File: src/inc/jtag_prog_pkg.sv
// Purpose: Shared types and constants for the test-port programming block
// Assumes: Test-port pins are sampled by the 125 MHz system clock
// Notes:   All shift registers move their least significant bit first
package jtag_prog_pkg;

    // Instruction register layout
    localparam int          IR_W              = 4;
    localparam logic [3:0]  IR_CAPTURE        = 4'h1;  // Pattern loaded in Capture-IR
    localparam logic [3:0]  INSTR_BYPASS      = 4'hF;  // Default after test-logic reset
    localparam logic [3:0]  HOLD_IN_RESET_INSTR = 4'hC;
    localparam logic [3:0]  UNLOCK_INSTR      = 4'h4;
    localparam logic [3:0]  COMMAND_ENTRY_INSTR = 4'h5;
    localparam logic [3:0]  PAGE_FILL_INSTR   = 4'h6;
    localparam logic [3:0]  PAGE_DUMP_INSTR   = 4'h7;

    // Data register, address and time-out widths
    localparam int          KEY_W             = 16;
    localparam int          CMD_W             = 15;
    localparam int          BYTE_W            = 8;
    localparam int          ADDR_W            = 16;
    localparam int          TIMEOUT_W         = 17;

    // Unlock signature and reset values
    localparam logic [15:0] UNLOCK_KEY        = 16'hA370;
    localparam logic [15:0] KEY_RESET         = 16'h0000;
    localparam logic [15:0] ADDR_RESET        = 16'h0000;

    // Position of the busy flag inside a captured command result
    localparam int          BUSY_BIT          = 9;

    // Chip clocks that the disable bit survives under external reset
    localparam logic [1:0]  DISABLE_CLEAR_CLKS = 2'h2;

    // Tap controller states
    typedef enum logic [3:0] {
        TAP_RESET, TAP_IDLE,
        TAP_SEL_DR, TAP_CAP_DR, TAP_SHIFT_DR, TAP_EXIT1_DR,
        TAP_PAUSE_DR, TAP_EXIT2_DR, TAP_UPD_DR,
        TAP_SEL_IR, TAP_CAP_IR, TAP_SHIFT_IR, TAP_EXIT1_IR,
        TAP_PAUSE_IR, TAP_EXIT2_IR, TAP_UPD_IR
    } tap_state_t;

    // Test-port pin inputs travelling together
    typedef struct packed {
        logic tck;
        logic tms;
        logic tdi;
    } port_pins_t;

    // One byte write into the flash page buffer
    typedef struct packed {
        logic              strobe;  // One-cycle write pulse
        logic              high;    // 1 selects the high byte of the word
        logic [ADDR_W-1:0] addr;    // Word address
        logic [BYTE_W-1:0] data;    // Byte to write
    } page_write_t;

endpackage

File: src/logic/jtag_programming_port.sv
// Purpose: Programming access over the four-wire test port
// Assumes: TCK, TMS, TDI and the external reset pin are asynchronous to sys_clk
// Notes:   TCK must run well below sys_clk/4 so that every edge is seen
`timescale 1ns/1ps

module jtag_programming_port #(
    parameter int unsigned TIMEOUT_SEL0 = 16,     // Reset time-out choices in sys_clk
    parameter int unsigned TIMEOUT_SEL1 = 1024,
    parameter int unsigned TIMEOUT_SEL2 = 16384,
    parameter int unsigned TIMEOUT_SEL3 = 65536
) (
    // Clock and reset
    input  wire logic                               sys_clk,
    input  wire logic                               reset,
    // Test-port pins
    input  wire jtag_prog_pkg::port_pins_t          portPins,
    output logic                                    tdo,
    output logic                                    tdoOe,
    // Fuses and external reset pin
    input  wire logic                               testPortEnableFuse,
    input  wire logic [1:0]                         clockOptionFuse,
    input  wire logic                               extResetN,
    // Core control register access to the disable bit
    input  wire logic                               ctrlWrite,
    input  wire logic                               ctrlDisableData,
    output logic                                    testPortDisableBit,
    // Core reset
    output logic                                    coreReset,
    // Flash control side
    input  wire logic [jtag_prog_pkg::CMD_W-1:0]    cmdResult,
    input  wire logic                               flashBusy,
    input  wire logic [jtag_prog_pkg::ADDR_W-1:0]   addrIn,
    input  wire logic                               addrLoad,
    input  wire logic [15:0]                        flashReadWord,
    output logic [jtag_prog_pkg::CMD_W-1:0]         flashCmd,
    output logic                                    flashCmdStrobe,
    output jtag_prog_pkg::page_write_t              pageWrite,
    output logic [jtag_prog_pkg::ADDR_W-1:0]        wordAddr,
    output logic                                    progMode
);
    import jtag_prog_pkg::*;

    // All state of this module
    typedef struct packed {
        logic [1:0]           tckSync;      // Bit 0 is the first stage
        logic [1:0]           tmsSync;
        logic [1:0]           tdiSync;
        logic [1:0]           rstnSync;
        logic                 tckPrev;      // Last synchronised TCK level
        logic [IR_W-1:0]      irShift;      // Instruction shift stage
        logic [IR_W-1:0]      irActive;     // Current instruction
        logic                 bypassBit;
        logic                 resetChain;
        logic [KEY_W-1:0]     keyShift;
        logic                 progMode;
        logic [CMD_W-1:0]     cmdShift;     // Command chain, low byte doubles as data byte
        logic [CMD_W-1:0]     cmdApplied;
        logic                 cmdPending;   // Update seen, execute not yet given
        logic                 cmdStrobe;
        logic                 loadHigh;     // Next page-fill byte is the high one
        logic                 firstLoad;    // No byte written since page-fill entry
        logic                 readHigh;     // Next page-dump byte is the high one
        logic [ADDR_W-1:0]    wordAddr;
        page_write_t          pageWrite;
        logic [1:0]           disCount;     // Chip clocks under external reset
        logic                 disableBit;
        logic [TIMEOUT_W-1:0] timeout;
        logic                 coreReset;
        logic                 tdo;
        logic                 tdoOe;
    } port_regs_t;

    port_regs_t regs_reg;   // Registered state
    port_regs_t regs_next;  // Next state
    tap_state_t tapState;   // Current access-port state

    logic       tckRise;    // One cycle after a synchronised rising TCK
    logic       tckFall;    // One cycle after a synchronised falling TCK
    logic       portUsable; // Fuse programmed and disable bit clear

    // Time-out chosen by the clock-option fuse
    function automatic logic [TIMEOUT_W-1:0] pickTimeout(input logic [1:0] sel);
        case (sel)
            2'h0:    pickTimeout = TIMEOUT_W'(TIMEOUT_SEL0);
            2'h1:    pickTimeout = TIMEOUT_W'(TIMEOUT_SEL1);
            2'h2:    pickTimeout = TIMEOUT_W'(TIMEOUT_SEL2);
            default: pickTimeout = TIMEOUT_W'(TIMEOUT_SEL3);
        endcase
    endfunction

    // Instruction match, used by the data-register capture and update actions
    function automatic logic isInstr(input logic [IR_W-1:0] ir, input logic [IR_W-1:0] code);
        isInstr = (ir == code);
    endfunction

    // Edge detection on the second synchroniser stage only
    assign tckRise = regs_reg.tckSync[1] & ~regs_reg.tckPrev;
    assign tckFall = ~regs_reg.tckSync[1] & regs_reg.tckPrev;
    assign portUsable = testPortEnableFuse & ~regs_reg.disableBit;

    // Access-port sequencer, parked while the port is unusable
    tap_controller u_tap (
        .sys_clk  (sys_clk),
        .reset    (reset),
        .holdReset(~portUsable),
        .tckRise  (tckRise),
        .tmsLevel (regs_reg.tmsSync[1]),
        .tapState (tapState)
    );

    // Next-state logic for the whole port
    always_comb begin
        logic [ADDR_W-1:0] nextAddr;
        nextAddr  = regs_reg.wordAddr;
        regs_next = regs_reg;

        // Two-stage synchronisers for every pin input
        regs_next.tckSync  = {regs_reg.tckSync[0], portPins.tck};
        regs_next.tmsSync  = {regs_reg.tmsSync[0], portPins.tms};
        regs_next.tdiSync  = {regs_reg.tdiSync[0], portPins.tdi};
        regs_next.rstnSync = {regs_reg.rstnSync[0], extResetN};
        regs_next.tckPrev  = regs_reg.tckSync[1];

        // Pulses last one cycle
        regs_next.cmdStrobe        = 1'b0;
        regs_next.pageWrite.strobe = 1'b0;

        // Software access to the disable bit
        if (ctrlWrite) begin
            regs_next.disableBit = ctrlDisableData;
            regs_next.disCount   = 2'h0;
        end else if (regs_reg.disableBit && !regs_reg.rstnSync[1]) begin
            if (regs_reg.disCount == DISABLE_CLEAR_CLKS - 2'h1) begin
                regs_next.disableBit = 1'b0;
                regs_next.disCount   = 2'h0;
            end else begin
                regs_next.disCount = regs_reg.disCount + 2'h1;
            end
        end else begin
            regs_next.disCount = 2'h0;
        end

        // Address set-up from the flash command decoder
        if (addrLoad) begin
            regs_next.wordAddr = addrIn;
        end

        if (!portUsable) begin
            // Unusable port drops chain and instruction state
            regs_next.resetChain = 1'b0;
            regs_next.irActive   = INSTR_BYPASS;
            regs_next.cmdPending = 1'b0;
        end else if (tckRise) begin
            case (tapState)
                TAP_RESET: begin
                    regs_next.irActive = INSTR_BYPASS;
                end
                TAP_CAP_IR: begin
                    regs_next.irShift = IR_CAPTURE;
                end
                TAP_SHIFT_IR: begin
                    regs_next.irShift = {regs_reg.tdiSync[1], regs_reg.irShift[IR_W-1:1]};
                end
                TAP_UPD_IR: begin
                    regs_next.irActive  = regs_reg.irShift;
                    regs_next.loadHigh  = 1'b0;
                    regs_next.firstLoad = 1'b1;
                    regs_next.readHigh  = 1'b0;
                end
                TAP_CAP_DR: begin
                    regs_next.bypassBit = 1'b0;
                    if (isInstr(regs_reg.irActive, COMMAND_ENTRY_INSTR)) begin
                        regs_next.cmdShift = cmdResult;
                        regs_next.cmdShift[BUSY_BIT] = flashBusy;
                    end
                    if (isInstr(regs_reg.irActive, PAGE_DUMP_INSTR) && regs_reg.progMode) begin
                        regs_next.cmdShift[BYTE_W-1:0] = regs_reg.readHigh ?
                            flashReadWord[15:8] : flashReadWord[7:0];
                        regs_next.readHigh = ~regs_reg.readHigh;
                        if (regs_reg.readHigh && !addrLoad) begin
                            regs_next.wordAddr = regs_reg.wordAddr + ADDR_W'(1);
                        end
                    end
                end
                TAP_SHIFT_DR: begin
                    case (regs_reg.irActive)
                        HOLD_IN_RESET_INSTR: begin
                            regs_next.resetChain = regs_reg.tdiSync[1];
                        end
                        UNLOCK_INSTR: begin
                            regs_next.keyShift = {regs_reg.tdiSync[1],
                                                  regs_reg.keyShift[KEY_W-1:1]};
                        end
                        COMMAND_ENTRY_INSTR: begin
                            regs_next.cmdShift = {regs_reg.tdiSync[1],
                                                  regs_reg.cmdShift[CMD_W-1:1]};
                        end
                        PAGE_FILL_INSTR, PAGE_DUMP_INSTR: begin
                            regs_next.cmdShift = {regs_reg.cmdShift[CMD_W-1:BYTE_W],
                                                  regs_reg.tdiSync[1],
                                                  regs_reg.cmdShift[BYTE_W-1:1]};
                        end
                        default: begin
                            regs_next.bypassBit = regs_reg.tdiSync[1];
                        end
                    endcase
                end
                TAP_UPD_DR: begin
                    if (isInstr(regs_reg.irActive, UNLOCK_INSTR)) begin
                        regs_next.progMode = (regs_reg.keyShift == UNLOCK_KEY);
                    end
                    if (isInstr(regs_reg.irActive, COMMAND_ENTRY_INSTR) && regs_reg.progMode) begin
                        regs_next.cmdApplied = regs_reg.cmdShift;
                        regs_next.cmdPending = 1'b1;
                    end
                    if (isInstr(regs_reg.irActive, PAGE_FILL_INSTR) && regs_reg.progMode) begin
                        if (!regs_reg.loadHigh && !regs_reg.firstLoad) begin
                            nextAddr = regs_reg.wordAddr + ADDR_W'(1);
                        end
                        if (!addrLoad) begin
                            regs_next.wordAddr = nextAddr;
                        end
                        regs_next.pageWrite.strobe = 1'b1;
                        regs_next.pageWrite.high   = regs_reg.loadHigh;
                        regs_next.pageWrite.addr   = nextAddr;
                        regs_next.pageWrite.data   = regs_reg.cmdShift[BYTE_W-1:0];
                        regs_next.loadHigh  = ~regs_reg.loadHigh;
                        regs_next.firstLoad = 1'b0;
                    end
                end
                default: begin
                end
            endcase
        end

        if (regs_reg.cmdPending && tapState == TAP_IDLE) begin
            regs_next.cmdStrobe  = 1'b1;
            regs_next.cmdPending = 1'b0;
        end

        // TDO changes on the falling edge, stable for the next rise
        if (!portUsable) begin
            regs_next.tdoOe = 1'b0;
            regs_next.tdo   = 1'b0;
        end else if (tckFall) begin
            regs_next.tdoOe = (tapState == TAP_SHIFT_IR) || (tapState == TAP_SHIFT_DR);
            if (tapState == TAP_SHIFT_IR) begin
                regs_next.tdo = regs_reg.irShift[0];
            end else begin
                case (regs_reg.irActive)
                    HOLD_IN_RESET_INSTR: regs_next.tdo = regs_reg.resetChain;
                    UNLOCK_INSTR:        regs_next.tdo = regs_reg.keyShift[0];
                    COMMAND_ENTRY_INSTR, PAGE_FILL_INSTR, PAGE_DUMP_INSTR: begin
                        regs_next.tdo = regs_reg.cmdShift[0];
                    end
                    default:             regs_next.tdo = regs_reg.bypassBit;
                endcase
            end
        end

        if (regs_next.resetChain || !regs_reg.rstnSync[1]) begin
            regs_next.coreReset = 1'b1;
            regs_next.timeout   = pickTimeout(clockOptionFuse);
        end else if (regs_reg.timeout != '0) begin
            regs_next.coreReset = 1'b1;
            regs_next.timeout   = regs_reg.timeout - TIMEOUT_W'(1);
        end else begin
            regs_next.coreReset = 1'b0;
        end
    end

    // State register; the key clears only here on power-on reset
    always_ff @(posedge sys_clk) begin
        if (reset) begin
            regs_reg          <= '0;
            regs_reg.tckSync  <= 2'h0;
            regs_reg.rstnSync <= 2'h3;
            regs_reg.irActive <= INSTR_BYPASS;
            regs_reg.irShift  <= IR_CAPTURE;
            regs_reg.keyShift <= KEY_RESET;
            regs_reg.wordAddr <= ADDR_RESET;
            regs_reg.firstLoad <= 1'b1;
        end else begin
            regs_reg <= regs_next;
        end
    end

    // Outputs straight from flip-flops
    assign tdo                = regs_reg.tdo;
    assign tdoOe              = regs_reg.tdoOe;
    assign testPortDisableBit = regs_reg.disableBit;
    assign coreReset          = regs_reg.coreReset;
    assign flashCmd           = regs_reg.cmdApplied;
    assign flashCmdStrobe     = regs_reg.cmdStrobe;
    assign pageWrite          = regs_reg.pageWrite;
    assign wordAddr           = regs_reg.wordAddr;
    assign progMode           = regs_reg.progMode;

endmodule

File: src/logic/tap_controller.sv
// Purpose: Sixteen-state test access port sequencer stepped on TCK rising edges
// Assumes: tckRise is a one-cycle pulse and tmsLevel is already synchronised
// Notes:   holdReset parks the sequencer in test-logic reset
`timescale 1ns/1ps
module tap_controller (
    // Clock and reset
    input  wire logic                    sys_clk,
    input  wire logic                    reset,
    // Stepping
    input  wire logic                    holdReset,
    input  wire logic                    tckRise,
    input  wire logic                    tmsLevel,
    // Current state
    output jtag_prog_pkg::tap_state_t    tapState
);
    import jtag_prog_pkg::*;

    // All state of this module
    typedef struct packed {
        tap_state_t state;
    } tap_regs_t;

    tap_regs_t regs_reg;    // Registered state
    tap_regs_t regs_next;   // Next state

    // Standard transition graph of the access port
    function automatic tap_state_t step(input tap_state_t s, input logic m);
        case (s)
            TAP_RESET:    step = m ? TAP_RESET    : TAP_IDLE;
            TAP_IDLE:     step = m ? TAP_SEL_DR   : TAP_IDLE;
            TAP_SEL_DR:   step = m ? TAP_SEL_IR   : TAP_CAP_DR;
            TAP_CAP_DR:   step = m ? TAP_EXIT1_DR : TAP_SHIFT_DR;
            TAP_SHIFT_DR: step = m ? TAP_EXIT1_DR : TAP_SHIFT_DR;
            TAP_EXIT1_DR: step = m ? TAP_UPD_DR   : TAP_PAUSE_DR;
            TAP_PAUSE_DR: step = m ? TAP_EXIT2_DR : TAP_PAUSE_DR;
            TAP_EXIT2_DR: step = m ? TAP_UPD_DR   : TAP_SHIFT_DR;
            TAP_UPD_DR:   step = m ? TAP_SEL_DR   : TAP_IDLE;
            TAP_SEL_IR:   step = m ? TAP_RESET    : TAP_CAP_IR;
            TAP_CAP_IR:   step = m ? TAP_EXIT1_IR : TAP_SHIFT_IR;
            TAP_SHIFT_IR: step = m ? TAP_EXIT1_IR : TAP_SHIFT_IR;
            TAP_EXIT1_IR: step = m ? TAP_UPD_IR   : TAP_PAUSE_IR;
            TAP_PAUSE_IR: step = m ? TAP_EXIT2_IR : TAP_PAUSE_IR;
            TAP_EXIT2_IR: step = m ? TAP_UPD_IR   : TAP_SHIFT_IR;
            TAP_UPD_IR:   step = m ? TAP_SEL_DR   : TAP_IDLE;
            default:      step = TAP_RESET;
        endcase
    endfunction

    // Next state: hold in reset, else step on each TCK rise
    always_comb begin
        regs_next = regs_reg;
        if (holdReset) begin
            regs_next.state = TAP_RESET;
        end else if (tckRise) begin
            regs_next.state = step(regs_reg.state, tmsLevel);
        end
    end

    // State register
    always_ff @(posedge sys_clk) begin
        if (reset) begin
            regs_reg.state <= TAP_RESET;
        end else begin
            regs_reg <= regs_next;
        end
    end

    assign tapState = regs_reg.state;

endmodule
File: config.mk
export PLATFORM = sky130hd
export DESIGN_NAME = jtag_programming_port
export DESIGN_NICKNAME = d
export VERILOG_FILES = /design/src/inc/jtag_prog_pkg.sv /design/src/logic/jtag_programming_port.sv /design/src/logic/tap_controller.sv
export SDC_FILE = /design/constraint.sdc
export NUM_CORES = 1
export LEC_CHECK = 0
export ABC_AREA = 1
export BUFFER_PORTS_ARGS = -buffer_cell sky130_fd_sc_hd__buf_2
export CAP_MARGIN = 25
export CORE_ASPECT_RATIO = 1.1
export CORE_UTILIZATION = 50
export DETAILED_ROUTE_END_ITERATION = 10
export PLACE_DENSITY = 0.72
export RECOVER_POWER = 25
export SKIP_LAST_GASP = 1
export SLEW_MARGIN = 20
export SYNTH_ARGS = -nofsm -noshare
export SYNTH_HDL_FRONTEND = slang
export SYNTH_SLANG_ARGS = --single-unit
File: constraint.sdc
create_clock -name sys_clk -period 2.73 [get_ports sys_clk]
set_input_delay 0.546 -clock sys_clk [delete_from_list [all_inputs] [get_ports sys_clk]]
set_output_delay 0.546 -clock sys_clk [all_outputs]
set_load 0.005 [all_outputs]
### Word-level counts from Yosys, hierarchy flattened

Cells that the tools add are included.

* mux-type cells: 54
* equality and inequality tests: 32
* shift-type cells: 0
* magnitude comparators: 0
* add/sub/neg operators: 3
* bitwise gates (word level): 12
* divide/modulo/power cells: 0
* reduce and logical (&&, ||, !) cells: 47
* multipliers: 0

Operators with widths (number)
* 2-to-1 mux 42 bit: 3
* 2-to-1 mux 16 bit: 7
* case mux 15 bit (2 select lines): 2
* 2-to-1 mux 17 bit: 3
* case mux 17 bit (3 select lines): 1
* 2-to-1 mux 49 bit: 1
* case mux 4 bit (12 select lines): 1
* == test 4 bit (second input constant): 9
* == test 4 x 3 -> 1 bit (second input constant): 8
* case mux 16 bit (2 select lines): 1
* AND reduction 4 bit: 7
* 2-to-1 mux 26 bit: 1
* 2-to-1 mux 18 bit: 1
* nonzero test 17 bit: 1
* subtractor 17 x 1 -> 17 bit (second input constant): 1
* adder 16 x 1 -> 16 bit (second input constant): 1
* == test 16 bit (second input constant): 1
* 2-to-1 mux 4 bit: 4
* 2-to-1 mux 8 bit: 2
* case mux 4 bit (2 select lines): 2
* nonzero test 2 bit: 8
* 2-to-1 mux 15 bit: 1
* 2-to-1 mux 1 bit: 14
* != test 2 bit (second input constant): 6
* other kinds (27): 62

* flip-flop bits (word level): 140
* bits in latches: 0
* memory bits (read-only): 0
* memories: 0
* output and inout port bits: 63
* memory bits (writable): 0

### Depth between registers and ports, before layout

* word-level depth: 8
* gate-level depth with buffers: 13

### Modules after synthesis

Synthesis repeated with hierarchy kept, for this count alone.

* cell total of the unflattened synthesis: 1123
* area, all modules: 7717.4 um^2

By module, submodules not included
* jtag_programming_port: instances 1, cells an instance 1054, area each 7333.3 um^2
* tap_controller: instances 1, cells an instance 69, area each 384.1 um^2

### Worst setup path after synthesis

Ideal clock, no wire load.

* path kind: input port to flip-flop
* start: input addrLoad
* end: register wordAddr[5] (netlist name)
* slack: 1.006 ns
* arrival time: 1.592 ns
* stages: 9
* library setup time: 0.132 ns
* required time: 2.598 ns
* cell sequence: clkbuf_2 > clkinv_1 > nand2_2 > clkinv_2 > buf_6 > o211ai_1 > nand2_1 > nand2_1 > a21oi_1

* longest elaborated chain between the ends: 7
* elaborated cells between the ends (all ways): 10
* classes of those cells: 8 x mux; 2 x reduce/logical

Ends and longest elaborated chain
* start: declaration: line jtag_programming_port.sv:33 `input wire logic addrLoad,`
* logical NOT 1 bit
* logical AND 1 bit: line jtag_programming_port.sv:180 `if (regs_reg.readHigh && !addrLoad) begin`
* 2-to-1 mux 16 bit: line jtag_programming_port.sv:180
* 2-to-1 mux 17 bit: line jtag_programming_port.sv:176 `if (isInstr(regs_reg.irActive, PAGE_DUMP_INSTR) && regs_reg.progMode) begin`
* case mux 16 bit (2 select lines): line jtag_programming_port.sv:154 `case (tapState)`
* 2-to-1 mux 42 bit: line jtag_programming_port.sv:153 `end else if (tckRise) begin`
* 2-to-1 mux 42 bit (*): line jtag_programming_port.sv:148 `if (!portUsable) begin`

Mark *: on every way between the ends. The rest lies on a longest branch, timed or not. The select of a mux whose other input is x is not followed.
A chain may end at the register's enable or synchronous reset.

### Worst setup path in the final report

* start: register u_tap.regs_reg, in the netlist u_tap.tapState[1]
* end: register wordAddr[7] (netlist name)

* longest elaborated chain between the ends: 4
* elaborated cells between the ends (all ways): 5
* classes of those cells: 2 x eq/ne; 3 x mux

Ends and longest elaborated chain
* start: declaration: line tap_controller.sv:23 `tap_regs_t regs_reg;`
* start signal: assignment: line tap_controller.sv:64 `regs_reg <= regs_next;`
* == test 4 bit or == test 4 x 2 -> 1 bit (tied branches): line jtag_programming_port.sv:154
* case mux 16 bit (2 select lines) (*): line jtag_programming_port.sv:154
* 2-to-1 mux 42 bit (*): line jtag_programming_port.sv:153
* 2-to-1 mux 42 bit (*): line jtag_programming_port.sv:148

Mark *: on every way between the ends. The rest lies on a longest branch, timed or not.

==> results.md <==
- P_int: 0.00382 W
- Top FF cell, synth: dfxtp_1
- Critical Setup Path Class: reg -> reg
- Avg WL per Cell: 13.9 um
- Main combinational cell family by area after synthesis: simple AND/OR/NAND/NOR gates
- Number of synthesized flops with an enable pin: 0
- Failing checks: max-capacitance violations, max-slew violations
- FF+latch area: 0.00280 mm^2
- Worst R2R Path Depth: 10
- Max reg flops: 68
- Die area: 0.0162 mm^2
- Vias in the first global route: 6410
- Share of layout cells above drive strength 1: 18.0%
- DP Wirelength: 13800 um
- Critical Path End Type: flip-flop
- Via density: 5.24
- Hold path depth: 3
- Via count: 7303
- Synthesized area: 0.00784 mm^2
- Fin Setup TNS: 0 ns
- Achievable clock frequency: 0.460 GHz
- Pin count of the biggest net entering global routing: 64
- Crit Path Max Fanout: 14
- Multiplexer share of the synthesized area: 0%
- Net Sw Power: 0.00181 W
- CP startpoint kind: flip-flop
- Worst path arrival time: 2.51 ns
- Unique masters post-synth: 49
- Clk buf depth: 2
- Final Cycle Share: 79.6%
- Commonest non-fill, non-tap cell in the layout: nand2_1
- Layout Skew: 0.0104 ns
- Remaining global-route overflow: 0
- Hold Path Class: in -> reg
- Buffers on Ports: 121
- Total Routed Length: 19300 um
- Fill cells: 1498
- Slew Limit Fails: 64
- Power, Total: 0.00563 W
- Post-CTS sizing: 0
- Core area: 0.0152 mm^2
- Global-route wire length before repair: 31200 um
- Max-slew headroom: -0.898%
- CTS Hold Bufs: 0
- Die height: 133 um
- Max VDD drop: 469 uV
- Final Setup Violations: 0
- Antenna diodes: 0
- Compound-cell area share of the yosys netlist: 20.7%
- Flops & latches, synth: 140
- Syn. warnings: 0
- Min Tclk post-route: 2.17 ns
- Cell Rows: 47
- Avg Inst Size Synth: 6.90 um^2
- Xor and xnor fraction of the mapped netlist area: 1.45%
- Area growth syn-to-layout: 10.3%
- Post-CTS setup buffer count: 0
- Footprint of the multi-input gates: 0.00379 mm^2
- Initial antenna violation count: 0
- Post-Synthesis Cells: 1137
- ANT nets after route: 0
- Adder-cell share of the synthesized area: 0.479%
- Combinational power share: 19.2%
- Die W: 121 um
- I/O pin count: 123
- Clock sink total: 140
- Mapped Nets: 1200
- Register share of total power: 40.7%
- Clock power share: 40.1%
- Starting density of the core: 51.7%
- Final RePlAce weighted congestion: 0.894
- Residual DRC count: 0
- Htree depth: 4
- Post-Synth Simple-Gate Area: 25.8%
- Final Hold Fails: 0
- First-pass detailed-route iteration total: 6
- Seq/Total Area, Yosys: 35.7%
- Worst skew pair latency: 0.44 ns
- Unrepaired setup endpoints after global routing: false
- CTS tree: built
- Asr flop ratio synth: 0%
- Outcome: finished, violations left
- Drt first-iter violations: 586
- Root Driver: clkbuf_16
- Switching Share: 32.1%
- Data required, critical path: 3.07 ns
- MaxCap Viol Count: 1
- Leakage: 3.68 nW
- Power Dens Cells: 651 mW/mm^2
- Commonest non-fill, non-tap cells in the layout: 225 x nand2_1, 140 x dfxtp_1, 128 x inv_1, 128 x nor2_1, 103 x buf_2
- Cts bufs inserted: 17
- GRT Total Usage: 24.6%
- Layout net count: 1247
- Worst-Margin Slew: 1.51 ns
- Worst-path clk slew: 0.07 ns
[layout make-up]
type	count	area share [%]
Clock inverter	15	1.74
Inverter	149	6.48
Clock buffer	17	4.92
Timing Repair Buffer	134	7.80
Tap cell	196	2.84
Multi-Input combinational cell	742	43.8
Sequential cell	140	32.4
[through the flow]
step | cell area [um^2] | hold WS [ns] | std cells | utilization (%) | setup WS (ns)
after detailed placement | 8120 | 0.392 | 1361 | 53.5 | 0.608
after CTS | 8690 | 0.299 | 1393 | 57.3 | 0.595
after global routing | 8650 | 0.307 | 1393 | 57.0 | 0.295
after floorplan | 7840 | 0.388 | 1137 | - | 1.01
after global placement | 8120 | 0.393 | 1361 | 53.5 | 0.656
final | 8650 | 0.310 | 1393 | 57.0 | 0.556
[kinds of logic (layout without fill, tap and decap cells)]
kind of cell | count (synthesis) | count (layout)
buffers and inverters | 255 | 315
AOI/OAI and AO/OA | 270 | 270
xor gates and xnor gates | 13 | 13
and+or+nand+nor | 456 | 456
DFF | 140 | 140
adders and majority gates | 3 | 3
[cells in the mapped netlist (3+ instances only)]
cell type / number / area [um^2]
a211oi_1: 20 / 150
o211ai_1: 18 / 135
a22oi_1: 8 / 60.1
or2_2: 4 / 25.0
nand2_2: 6 / 37.5
buf_4: 59 / 443
o21ai_0: 69 / 345
buf_2: 15 / 75.1
o21a_1: 3 / 22.5
o22ai_1: 7 / 43.8
nand4_1: 8 / 50.1
nor3_1: 9 / 45.0
nor2_2: 3 / 18.8
nand3_1: 47 / 235
a211oi_2: 9 / 113
buf_1: 4 / 15.0
a31oi_1: 8 / 50.1
o21ai_1: 19 / 95.1
ha_1: 3 / 37.5
xnor2_1: 3 / 26.3
nor2_4: 12 / 135
xor2_1: 10 / 87.6
a21oi_1: 96 / 480
inv_2: 19 / 71.3
nor2_1: 128 / 480
nand2_1: 225 / 845
dfxtp_1: 140 / 2800
nor4_1: 4 / 25.0
nor4_2: 4 / 50.1
clkbuf_1: 20 / 75.1
buf_6: 6 / 67.6
inv_1: 128 / 480
[worst max-delay path, stage by stage, from the launching register on]
cell     delay [ns]
dfxtp_1        0.51
nand2_2        0.15
nor2_4         0.42
nand2_1        0.16
nand2_1        0.13
inv_2          0.14
a21oi_2        0.15
o21ai_2        0.11
a21oi_1        0.14
a21o_1         0.12
inv_1          0.04
[final timing paths]
kind                                        start        endpoint  slack, ns
worst max register to register  u_tap.tapState[1]     wordAddr[7]       0.56
worst min register to register     regs_next[131]   regs_reg[131]       0.40
worst max-delay path            u_tap.tapState[1]     wordAddr[7]       0.56
worst min-delay path                  portPins[2]  regs_next[135]       0.31
[power by group through the flow]
stage	registers (W)	clock network [W]	logic, W
4_1_cts	0.00229	0.00230	0.00109
3_3_place_gp	0.00233	0	0.00106
6_report	0.00229	0.00226	0.00108
5_1_grt	0.00231	0.00239	0.00123
2_1_floorplan	0.00230	0	0.000878
3_5_place_dp	0.00233	0	0.00108
[layer usage]
metal / vias up / GRT usage (%) / share of wire (%)
li1: 3755 / - / -
met4: 0 / 8.30 / 1.7
met1: 3277 / 32.4 / 46
met3: 28 / 5.99 / 7.0
met2: 243 / 39.0 / 45
met5: - / 0 / 0
No activity file was read; power rests on OpenSTA's default activity.
